<file path="src/design/fctd_pkg.sv">
`default_nettype none
package fctd_pkg;
	localparam int          FCTD_SEQ_DIVIDEND_W = 14;
	localparam int          FCTD_SEQ_DIVISOR_W  = 11;
	localparam int          FCTD_SEQ_QUOT_W     = 5;
	localparam int          FCTD_SEQ_REST_W     = 10;
	localparam int          FCTD_SLOT_DIVIDEND_W = 10;
	localparam int          FCTD_SLOT_QUOT_W    = 5;
	localparam int          FCTD_SLOT_REST_W    = 2;
	localparam logic [9:0]  FCTD_SLOT_DIVISOR   = 10'h020;
	localparam int          FCTD_UPD_SEQ_BIT    = 1;
	localparam logic [15:0] FCTD_FC_TIMING_FIRST = 16'h1000;
	localparam logic [15:0] FCTD_FC_TIMING_LAST  = 16'h100D;

	typedef struct packed {
		logic [FCTD_SEQ_QUOT_W-1:0]  seq_quot;
		logic [FCTD_SEQ_REST_W-1:0]  seq_rest;
		logic                        seq_done;
		logic [FCTD_SLOT_QUOT_W-1:0] slot_quot;
	} fctd_result_t;
endpackage : fctd_pkg
`default_nettype wire

</file>
<file path="src/design/fctd_top.sv">
`default_nettype none

// ---------------------------------------------------------------
// restoring divider
// ---------------------------------------------------------------
module fctd_div
	import fctd_pkg::*;
#(
	parameter int DW = 14,
	parameter int QW = 5,
	parameter int RW = 10
) (
	input  wire logic          ref_clk_i,
	input  wire logic          rst_n_i,
	input  wire logic          start_i,
	input  wire logic [DW-1:0] dividend_i,
	input  wire logic [DW-1:0] divisor_i,
	output logic      [QW-1:0] quot_o,
	output logic      [RW-1:0] rest_o,
	output logic               done_o
);
	localparam int CW = $clog2(DW + 1);
	if (QW > DW || RW > DW || DW < 2) begin : g_bad_widths
		$error("fctd_div: bad widths");
	end

	typedef struct packed {
		logic          busy;
		logic [CW-1:0] cnt;
		logic [DW-1:0] rem;
		logic [DW-1:0] quo;
		logic [DW-1:0] dvs;
		logic          fin;
		logic [QW-1:0] quot;
		logic [RW-1:0] rest;
		logic          done;
	} fctd_div_st_t;

	fctd_div_st_t st_r;
	fctd_div_st_t st_nxt;
	logic [DW:0]  trial;

	// ---------------------------------------------------------------
	// division step
	// ---------------------------------------------------------------
	always_comb begin
		st_nxt = st_r;
		st_nxt.fin = 1'b0;
		trial = {st_r.rem, st_r.quo[DW-1]} - {1'b0, st_r.dvs};
		if (!st_r.busy && start_i) begin
			st_nxt.busy = 1'b1;
			st_nxt.cnt  = CW'(DW);
			st_nxt.rem  = '0;
			st_nxt.quo  = dividend_i;
			st_nxt.dvs  = divisor_i;
		end else if (st_r.busy) begin
			if (trial[DW]) begin
				st_nxt.rem = {st_r.rem[DW-2:0], st_r.quo[DW-1]};
				st_nxt.quo = {st_r.quo[DW-2:0], 1'b0};
			end else begin
				st_nxt.rem = trial[DW-1:0];
				st_nxt.quo = {st_r.quo[DW-2:0], 1'b1};
			end
			st_nxt.cnt = st_r.cnt - CW'(1);
			if (st_r.cnt == CW'(1)) begin
				st_nxt.busy = 1'b0;
				st_nxt.fin  = 1'b1;
			end
		end
		if (st_r.fin) begin
			st_nxt.quot = st_r.quo[QW-1:0];
			st_nxt.rest = st_r.rem[RW-1:0];
		end
		st_nxt.done = st_r.fin;
	end

	always_ff @(posedge ref_clk_i or negedge rst_n_i) begin
		if (!rst_n_i) begin
			st_r <= '0;
		end else begin
			st_r <= st_nxt;
		end
	end

	assign quot_o = st_r.quot;
	assign rest_o = st_r.rest;
	assign done_o = st_r.done;

	// ---------------------------------------------------------------
	// assertions
	// ---------------------------------------------------------------
	a_done_copy: assert property (@(posedge ref_clk_i) disable iff (!rst_n_i)
		1'b1 |=> done_o == $past(st_r.fin))
		else $error("done not a copy of completion");
	a_single_done: assert property (@(posedge ref_clk_i) disable iff (!rst_n_i)
		done_o |=> !done_o)
		else $error("done held longer than one cycle");
	a_fixed_latency: assert property (@(posedge ref_clk_i) disable iff (!rst_n_i)
		(!st_r.busy && start_i) |=> st_r.busy && st_r.cnt == CW'(DW))
		else $error("division not loaded with full count");
	a_count_down: assert property (@(posedge ref_clk_i) disable iff (!rst_n_i)
		st_r.busy && st_r.cnt != CW'(1)
			|=> st_r.busy && st_r.cnt == $past(st_r.cnt) - CW'(1))
		else $error("busy count did not step down");
	a_finish_once: assert property (@(posedge ref_clk_i) disable iff (!rst_n_i)
		st_r.busy && st_r.cnt == CW'(1) |=> st_r.fin && !st_r.busy)
		else $error("division did not finish on last step");
	a_hold_result: assert property (@(posedge ref_clk_i) disable iff (!rst_n_i)
		!st_r.fin |=> $stable(quot_o) && $stable(rest_o))
		else $error("result changed without completion");
	a_quot_capture: assert property (@(posedge ref_clk_i) disable iff (!rst_n_i)
		st_r.fin |=> quot_o == $past(st_r.quo[QW-1:0]) && rest_o == $past(st_r.rem[RW-1:0]))
		else $error("result not captured at completion");
	a_result_ok: assert property (@(posedge ref_clk_i) disable iff (!rst_n_i)
		st_r.fin && st_r.dvs != '0 |-> st_r.rem < st_r.dvs)
		else $error("leftover not below divisor");
endmodule : fctd_div

// ---------------------------------------------------------------
// timing divider chain
// ---------------------------------------------------------------
module fctd_top
	import fctd_pkg::*;
(
	input  wire logic                        ref_clk_i,
	input  wire logic                        rst_n_i,
	input  wire logic [1:0]                  upd_pulse_i,
	input  wire logic [FCTD_SEQ_DIVIDEND_W-1:0] htotal_minus_ctrl_i,
	input  wire logic [FCTD_SEQ_DIVISOR_W-1:0]  ctrl_plus_data_i,
	input  wire logic                        slot_stage_done_i,
	input  wire logic [FCTD_SLOT_DIVIDEND_W-1:0] blank_leftover_i,
	output fctd_result_t                     result_o
);
	typedef struct packed {
		fctd_result_t res;
	} fctd_top_st_t;

	fctd_top_st_t st_r;
	fctd_top_st_t st_nxt;
	logic [FCTD_SEQ_QUOT_W-1:0]  seq_quot;
	logic [FCTD_SEQ_REST_W-1:0]  seq_rest;
	logic                        seq_done;
	logic [FCTD_SLOT_QUOT_W-1:0] slot_quot;

	fctd_div #(.DW(FCTD_SEQ_DIVIDEND_W), .QW(FCTD_SEQ_QUOT_W), .RW(FCTD_SEQ_REST_W)) u_seq (
		.ref_clk_i  (ref_clk_i),
		.rst_n_i    (rst_n_i),
		.start_i    (upd_pulse_i[FCTD_UPD_SEQ_BIT]),
		.dividend_i (htotal_minus_ctrl_i),
		.divisor_i  ({3'h0, ctrl_plus_data_i}),
		.quot_o     (seq_quot),
		.rest_o     (seq_rest),
		.done_o     (seq_done)
	);

	fctd_div #(.DW(FCTD_SLOT_DIVIDEND_W), .QW(FCTD_SLOT_QUOT_W), .RW(FCTD_SLOT_REST_W)) u_slot (
		.ref_clk_i  (ref_clk_i),
		.rst_n_i    (rst_n_i),
		.start_i    (slot_stage_done_i),
		.dividend_i (blank_leftover_i),
		.divisor_i  (FCTD_SLOT_DIVISOR),
		.quot_o     (slot_quot),
		.rest_o     (),
		.done_o     ()
	);

	// ---------------------------------------------------------------
	// result register
	// ---------------------------------------------------------------
	always_comb begin
		st_nxt = st_r;
		st_nxt.res.seq_quot  = seq_quot;
		st_nxt.res.seq_rest  = seq_rest;
		st_nxt.res.seq_done  = seq_done;
		st_nxt.res.slot_quot = slot_quot;
	end

	always_ff @(posedge ref_clk_i or negedge rst_n_i) begin
		if (!rst_n_i) begin
			st_r <= '0;
		end else begin
			st_r <= st_nxt;
		end
	end

	assign result_o = st_r.res;

	a_seq_forward: assert property (@(posedge ref_clk_i) disable iff (!rst_n_i)
		1'b1 |=> result_o.seq_quot == $past(seq_quot))
		else $error("sequence count not forwarded");
	a_slot_forward: assert property (@(posedge ref_clk_i) disable iff (!rst_n_i)
		1'b1 |=> result_o.slot_quot == $past(slot_quot))
		else $error("slot count not forwarded");
	a_rest_forward: assert property (@(posedge ref_clk_i) disable iff (!rst_n_i)
		1'b1 |=> result_o.seq_rest == $past(seq_rest))
		else $error("sequence leftover not forwarded");
	a_done_forward: assert property (@(posedge ref_clk_i) disable iff (!rst_n_i)
		1'b1 |=> result_o.seq_done == $past(seq_done))
		else $error("sequence done not forwarded");
	a_done_pulse: assert property (@(posedge ref_clk_i) disable iff (!rst_n_i)
		result_o.seq_done |=> !result_o.seq_done)
		else $error("sequence done longer than one cycle");
	a_upd_start: assert property (@(posedge ref_clk_i) disable iff (!rst_n_i)
		upd_pulse_i[FCTD_UPD_SEQ_BIT] && !u_seq.st_r.busy |=> u_seq.st_r.busy)
		else $error("update pulse did not start divider");
	a_slot_start: assert property (@(posedge ref_clk_i) disable iff (!rst_n_i)
		slot_stage_done_i && !u_slot.st_r.busy |=> u_slot.st_r.busy)
		else $error("stage done did not start slot divider");
	a_reset_zero: assert property (@(posedge ref_clk_i)
		!rst_n_i |-> result_o == '0)
		else $error("outputs not zero in reset");
endmodule : fctd_top
`default_nettype wire

</file>
<file path="config.mk">
export PLATFORM = sky130hd
export DESIGN_NAME = fctd_top
export DESIGN_NICKNAME = d
export VERILOG_FILES = /design/src/design/fctd_pkg.sv /design/src/design/fctd_top.sv
export SDC_FILE = /design/constraint.sdc
export NUM_CORES = 1
export LEC_CHECK = 0
export BUFFER_PORTS_ARGS = -buffer_cell sky130_fd_sc_hd__buf_2
export CAP_MARGIN = 40
export CORE_MARGIN = 2
export CORE_UTILIZATION = 31
export CTS_CLUSTER_DIAMETER = 150
export DETAILED_ROUTE_END_ITERATION = 10
export HOLD_SLACK_MARGIN = 0.08
export PLACE_DENSITY_LB_ADDON = 0.25
export REMOVE_ABC_BUFFERS = 1
export SETUP_SLACK_MARGIN = 0.15
export SKIP_CTS_REPAIR_TIMING = 1
export SLEW_MARGIN = 20
export SYNTH_ARGS = -nofsm -noshare
export SYNTH_HDL_FRONTEND = slang
export SYNTH_SLANG_ARGS = --single-unit
</file>
<file path="constraint.sdc">
create_clock -name ref_clk_i -period 3.9 [get_ports ref_clk_i]
set_input_delay 0.78 -clock ref_clk_i [delete_from_list [all_inputs] [get_ports ref_clk_i]]
set_output_delay 0.78 -clock ref_clk_i [all_outputs]
set_load 0.01 [all_outputs]
</file>
# After elaboration in Yosys (flattened, before gate mapping)
# Cells that the tools add are included.
word_totals:
  register_bits: 114
  input_bits: 40
  output_inout_bits: 21
  elab_cells: 46
classes:
  n_addsub: 4
  n_eq_ne: 2
  n_mux: 14
  reduce_logical: 6
ops:
  columns: ["cell", "count"]
  rows:
  - ["two-way mux 33 bit", 2]
  - ["two-way mux 25 bit", 2]
  - ["two-way mux 28 bit", 1]
  - ["two-way mux 20 bit", 1]
  - ["subtractor 15 x 11 -> 15 bit", 1]
  - ["subtractor 11 x 6 -> 11 bit", 1]
  - ["== test 4 x 1 -> 1 bit, second input constant", 2]
  - ["two-way mux 1 bit", 8]
  - ["subtractor 4 x 1 -> 4 bit, second input constant", 2]
  - ["nonzero test 2 bit", 2]
  - ["logical AND 1 bit", 2]
  - ["logical NOT 1 bit", 2]

# Logic depth before layout (Yosys ltp)
logic_depth:
  depth_word: 4
  ltp_mapped: 11
  depth_no_buf: 10

# Cells and area by module
# Synthesis repeated with hierarchy kept, for this count alone.
hier_totals:
  hier_cells: 629
  area_unflattened_um2: 6418.7
modules_own_cells:
  columns: ["mod", "instances", "cells_per_inst", "area_each_um2", "seq_area_each_um2"]
  rows:
  - ["fctd_div (u_seq)", 1, 349, 3424.5, 1601.5]
  - ["fctd_div (u_slot)", 1, 257, 2461.1, 1101.1]
  - ["fctd_top", 1, 23, 533.0, 525.5]

# Worst setup path before layout
# Ideal clock, no wire load.
synth_path:
  path_kind: "reg-to-reg"
  startpoint: "register u_seq.st_r[44] in the netlist's numbering"
  endpoint: "register u_seq.st_r[45] in the netlist's numbering"
  setup_ps: 122
  t_arrival_ps: 2340
  t_required_ps: 3778
  slack_ps: 1438
  stages_incl_launch_ff: 12
  n_path_buf: 1
  period_less_slack_ps: 2462
  cell_sequence: "dfrtp_1 inv_1 ha_1 inv_1 fa_1 a211oi_1 o211ai_1 and3_1 o211ai_2 buf_4 nand2_1 a32o_1"
synth_via:
  elab_chain_len: 4
synth_lines:
  columns: ["item", "line", "text"]
  rows:
  - ["from (decl)", "fctd_top.sv:39", "fctd_div_st_t st_r;"]
  - ["from (signal assigned)", "fctd_top.sv:81", "st_r <= st_nxt;"]
  - ["subtractor 15 x 11 -> 15 bit", "fctd_top.sv:49", "trial = {st_r.rem, st_r.quo[DW-1]} - {1'b0, st_r.dvs};"]
  - ["two-way mux 28 bit (*)", "fctd_top.sv:57", "if (trial[DW]) begin"]
  - ["two-way mux 33 bit (*)", "fctd_top.sv:56", "end else if (st_r.busy) begin"]
  - ["two-way mux 33 bit (*)", "fctd_top.sv:50", "if (!st_r.busy && start_i) begin"]
# Every way passes the cells marked *; elsewhere a longest branch is shown, timed or not. The select of a mux whose other input is x is not followed.
# A chain may end at the register's enable or synchronous reset.

# Worst setup path after layout
layout_path:
  startpoint: "register u_seq.st_r[44] in the netlist's numbering"
  endpoint: "register u_seq.st_r[48] in the netlist's numbering"
layout_via:
  elab_chain_len: 4
layout_lines:
  columns: ["item", "line"]
  rows:
  - ["subtractor 15 x 11 -> 15 bit", "fctd_top.sv:49"]
  - ["two-way mux 28 bit", "fctd_top.sv:57"]
  - ["two-way mux 33 bit", "fctd_top.sv:56"]
  - ["two-way mux 33 bit", "fctd_top.sv:50"]
# Every way passes these cells. The select of a mux whose other input is x is not followed.

==> impl_metrics.toml <==
[run_status]
status = "finished, final reports clean"

[power_and_ir_drop]
power_w = 0.00613
switching_share_pct = 37.2
clkPwrFrac_pct = 25.4
power.density_mw_per_mm2 = 980
leakage_nw = 2.91
ir_worst_vdd_mv = 0.353
p_int_w = 0.00385
p_switching_w = 0.00228
pwr-share-comb_pct = 39.4
p_seq_share_pct = 35.3

[layout]
layout_commonest_cell = "dfrtp_1"
nNetsFinal = 584
utilization_pct = 38.1
diodes = 0
syn_to_final_growth_pct = 21.7
drive_gt1_share_pct = 22.8
final_cell_mix = "dfrtp_1, buf_2, nand2_1"

[logic_synthesis]
ys_seq_elements = 114
synth.avg_cell_area_um2 = 11.0
syn_inst = 466
synthTopCellsByArea = "dfrtp_1, mux2i_1, o21ai_0, mux2_2, ha_1"
syn_area_mm2 = 0.00514
ys_warn_count = 0
yosysUniqueCellTypes = 46
synth_seq_area_share_pct = 55.5
ys.flop_type = "dfrtp_1"
synth_edf_count = 0
ys_async_sr_fraction_pct = 100
synth_largest_area_cell = "dfrtp_1"
netlist.area_leader.share_pct = 55.5

[route]
post_drt_wl_per_cell_um = 14.0
drt_wl_total_um = 10600
drt-initial-drc-count = 202
route.detailed.drc = 0
ant_nets = 0
via_per_inst = 4.70
firstDrtPassIters = 4
vias = 3571

[die]
initial_utilization_pct = 31.3
die_area_mm2 = 0.0176
rows = 47
die_w_um = 133
core_region_area_mm2 = 0.0164
fp.dieH_um = 133
io_pins = 61

[global_routing]
grt_max_degree = 55
grt_pass1_vias = 3663
grt_pass1_wl_um = 18200
grtUsageTotal_pct = 13.0
grt-ovfl-total = 0
antenna_found_initial = 0

[sta]
period_needed_ns = 3.03
relSlewSlack_pct = 46.4
setup_violations = 0
rsz0062_at_grt = "no"
fmax_mhz = 330
clock_skew_ns = 0.00809
tightest_slew_ns = 0.803
timing.final.crit_share_pct = 77.6
slew_viol_final = 0
hold_slack_ns = 0.355
setup-tns-final_ns = 0
final_hold_viol_count = 0

[setup_path]
cp_max_fo = 13
crit_path_cell_trace = "inv_1 -> ha_1 -> inv_1 -> fa_1 -> a211oi_1 -> o211ai_1 -> and3_1 -> o211ai_2 -> nor4_1 -> a221o_1"
required_ns = 4.19
start_kind = "register"
end_kind = "register"
cp_slowest_cell = "o211ai_2"
startpoint = "u_seq.st_r[44]$_DFFE_PN0P_"
worstReg2RegStart = "u_seq.st_r[44]$_DFFE_PN0P_"
max_stage_delay_ns = 0.61
cpMostUsedCell = "inv_1"
crit_type = "register to register"
critPathArrivalTime_ns = 3.32

[job]
cap_violations = 0

[clock_network]
path_clk_slew_ns = 0.06
root_buffer = "clkbuf_16"
cts_tree = "built"
cts_sinks = 114
clk-insertion-delay-late_ns = 0.41
clock_path_buffers = 2
cts_buffers = 17
htreeDepth = 4

[worst_hold_path]
min-delay-start = "u_seq.done_o$_DFF_PN0_"
hold_path_class = "register to register"

[place]
port_buffers = 59
hpwl_um = 7170
gp_congestion = 0.776
## critical path, delay by kind of cell (launching register included)
| family | cells | cell delay, ns |
|---|---|---|
| compound gates | 4 | 1.46 |
| buf+inv | 2 | 0.13 |
| flops | 1 | 0.38 |
| fa+ha+maj | 2 | 0.58 |
| simple gates | 2 | 0.38 |
## synth_stat cells (2+ instances only)
master and count:
dfrtp_1 114, nand2_1 56, o21ai_0 55, mux2i_1 29
inv_1 24, mux2_2 22, clkbuf_1 17, ha_1 17
nor2_1 15, a21oi_1 13, nor3_1 13, a22o_1 7
xnor2_1 7, nand3_1 6, a32oi_1 5, or3_1 5
a21o_1 4, nor2b_1 4, o21a_1 4, xor2_1 4
buf_2 3, nor4_1 3, o21bai_1 3, o31ai_1 3
o41ai_1 3, a211oi_1 2, a221o_1 2, a31o_2 2
and3_1 2, buf_1 2, buf_4 2, nor4b_1 2
o31a_1 2, or4_1 2
## sequential cells by signal, indices dropped and copies added (netlist names)
signal	flops
u_seq.st_nxt	1
u_seq.rest_o	10
u_seq.st_r	44
u_seq.done_o	1
u_slot.st_nxt	1
result_o	21
u_slot.st_r	26
u_seq.quot_o	5
u_slot.quot_o	5
## worst paths after layout
| check | cells after the start | slack (ns) | end |
|---|---|---|---|
| min in group asynchronous | 1 | 0.41 | result_o[0]$_DFF_PN0_ |
| setup reg to reg | 10 | 0.87 | u_seq.st_r[48]$_DFFE_PN0P_ |
| setup / recovery | 10 | 0.87 | u_seq.st_r[48]$_DFFE_PN0P_ |
| hold reg to reg | 0 | 0.35 | result_o[5]$_DFF_PN0_ |
| hold / removal | 0 | 0.35 | result_o[5]$_DFF_PN0_ |
| max in group asynchronous | 2 | 2.61 | u_seq.st_r[57]$_DFFE_PN0P_ |
## cell families after synthesis
kind of cell | share of synthesized area (%)
flip-flops | 55.5
AO/OA/AOI/OAI | 13.9
AND/OR/NAND/NOR | 9.94
multiplexers | 10.5
buffers and inverters | 3.73
adder cells (fa/ha/maj) | 4.53
XOR/XNOR | 1.88
## layout make-up
class,count,area (um2)
Inverter,24,90.1
Clock inverter,15,175
Multi-Input combinational cell,304,2090
Fill cell,1608,10200
Tap cell,220,275
Clock buffer,17,425
Timing Repair Buffer,65,343
Sequential cell,114,2850
## stage by stage
| step | std cells | worst slack [ns] | area [um2] |
|---|---|---|---|
| floorplan | 442 | 1.35 | 5040 |
| global placement | 727 | 0.925 | 5650 |
| global route | 759 | 0.579 | 6250 |
| CTS | 759 | 0.862 | 6250 |
| finish | 759 | 0.872 | 6250 |
| detailed placement | 727 | 0.887 | 5650 |
## power by group through the flow
stage	clock network [W]	logic [W]	registers, W
after floorplan	0	0.00177	0.00216
after global placement	0	0.00237	0.00216
after detailed placement	0	0.00243	0.00218
after CTS	0.00160	0.00245	0.00217
after global routing	0.00166	0.00278	0.00225
final	0.00156	0.00241	0.00216
## layer usage
| metal | up-vias | track usage (%) | routed length (um) |
|---|---|---|---|
| li1 | 1776 | - | - |
| met1 | 1721 | 15.9 | 4920 |
| met2 | 59 | 21.7 | 5140 |
| met3 | 15 | 3.98 | 374 |
| met4 | 0 | 4.96 | 170 |
| met5 | - | 0 | 0 |
(Power assumes the default switching activity.)
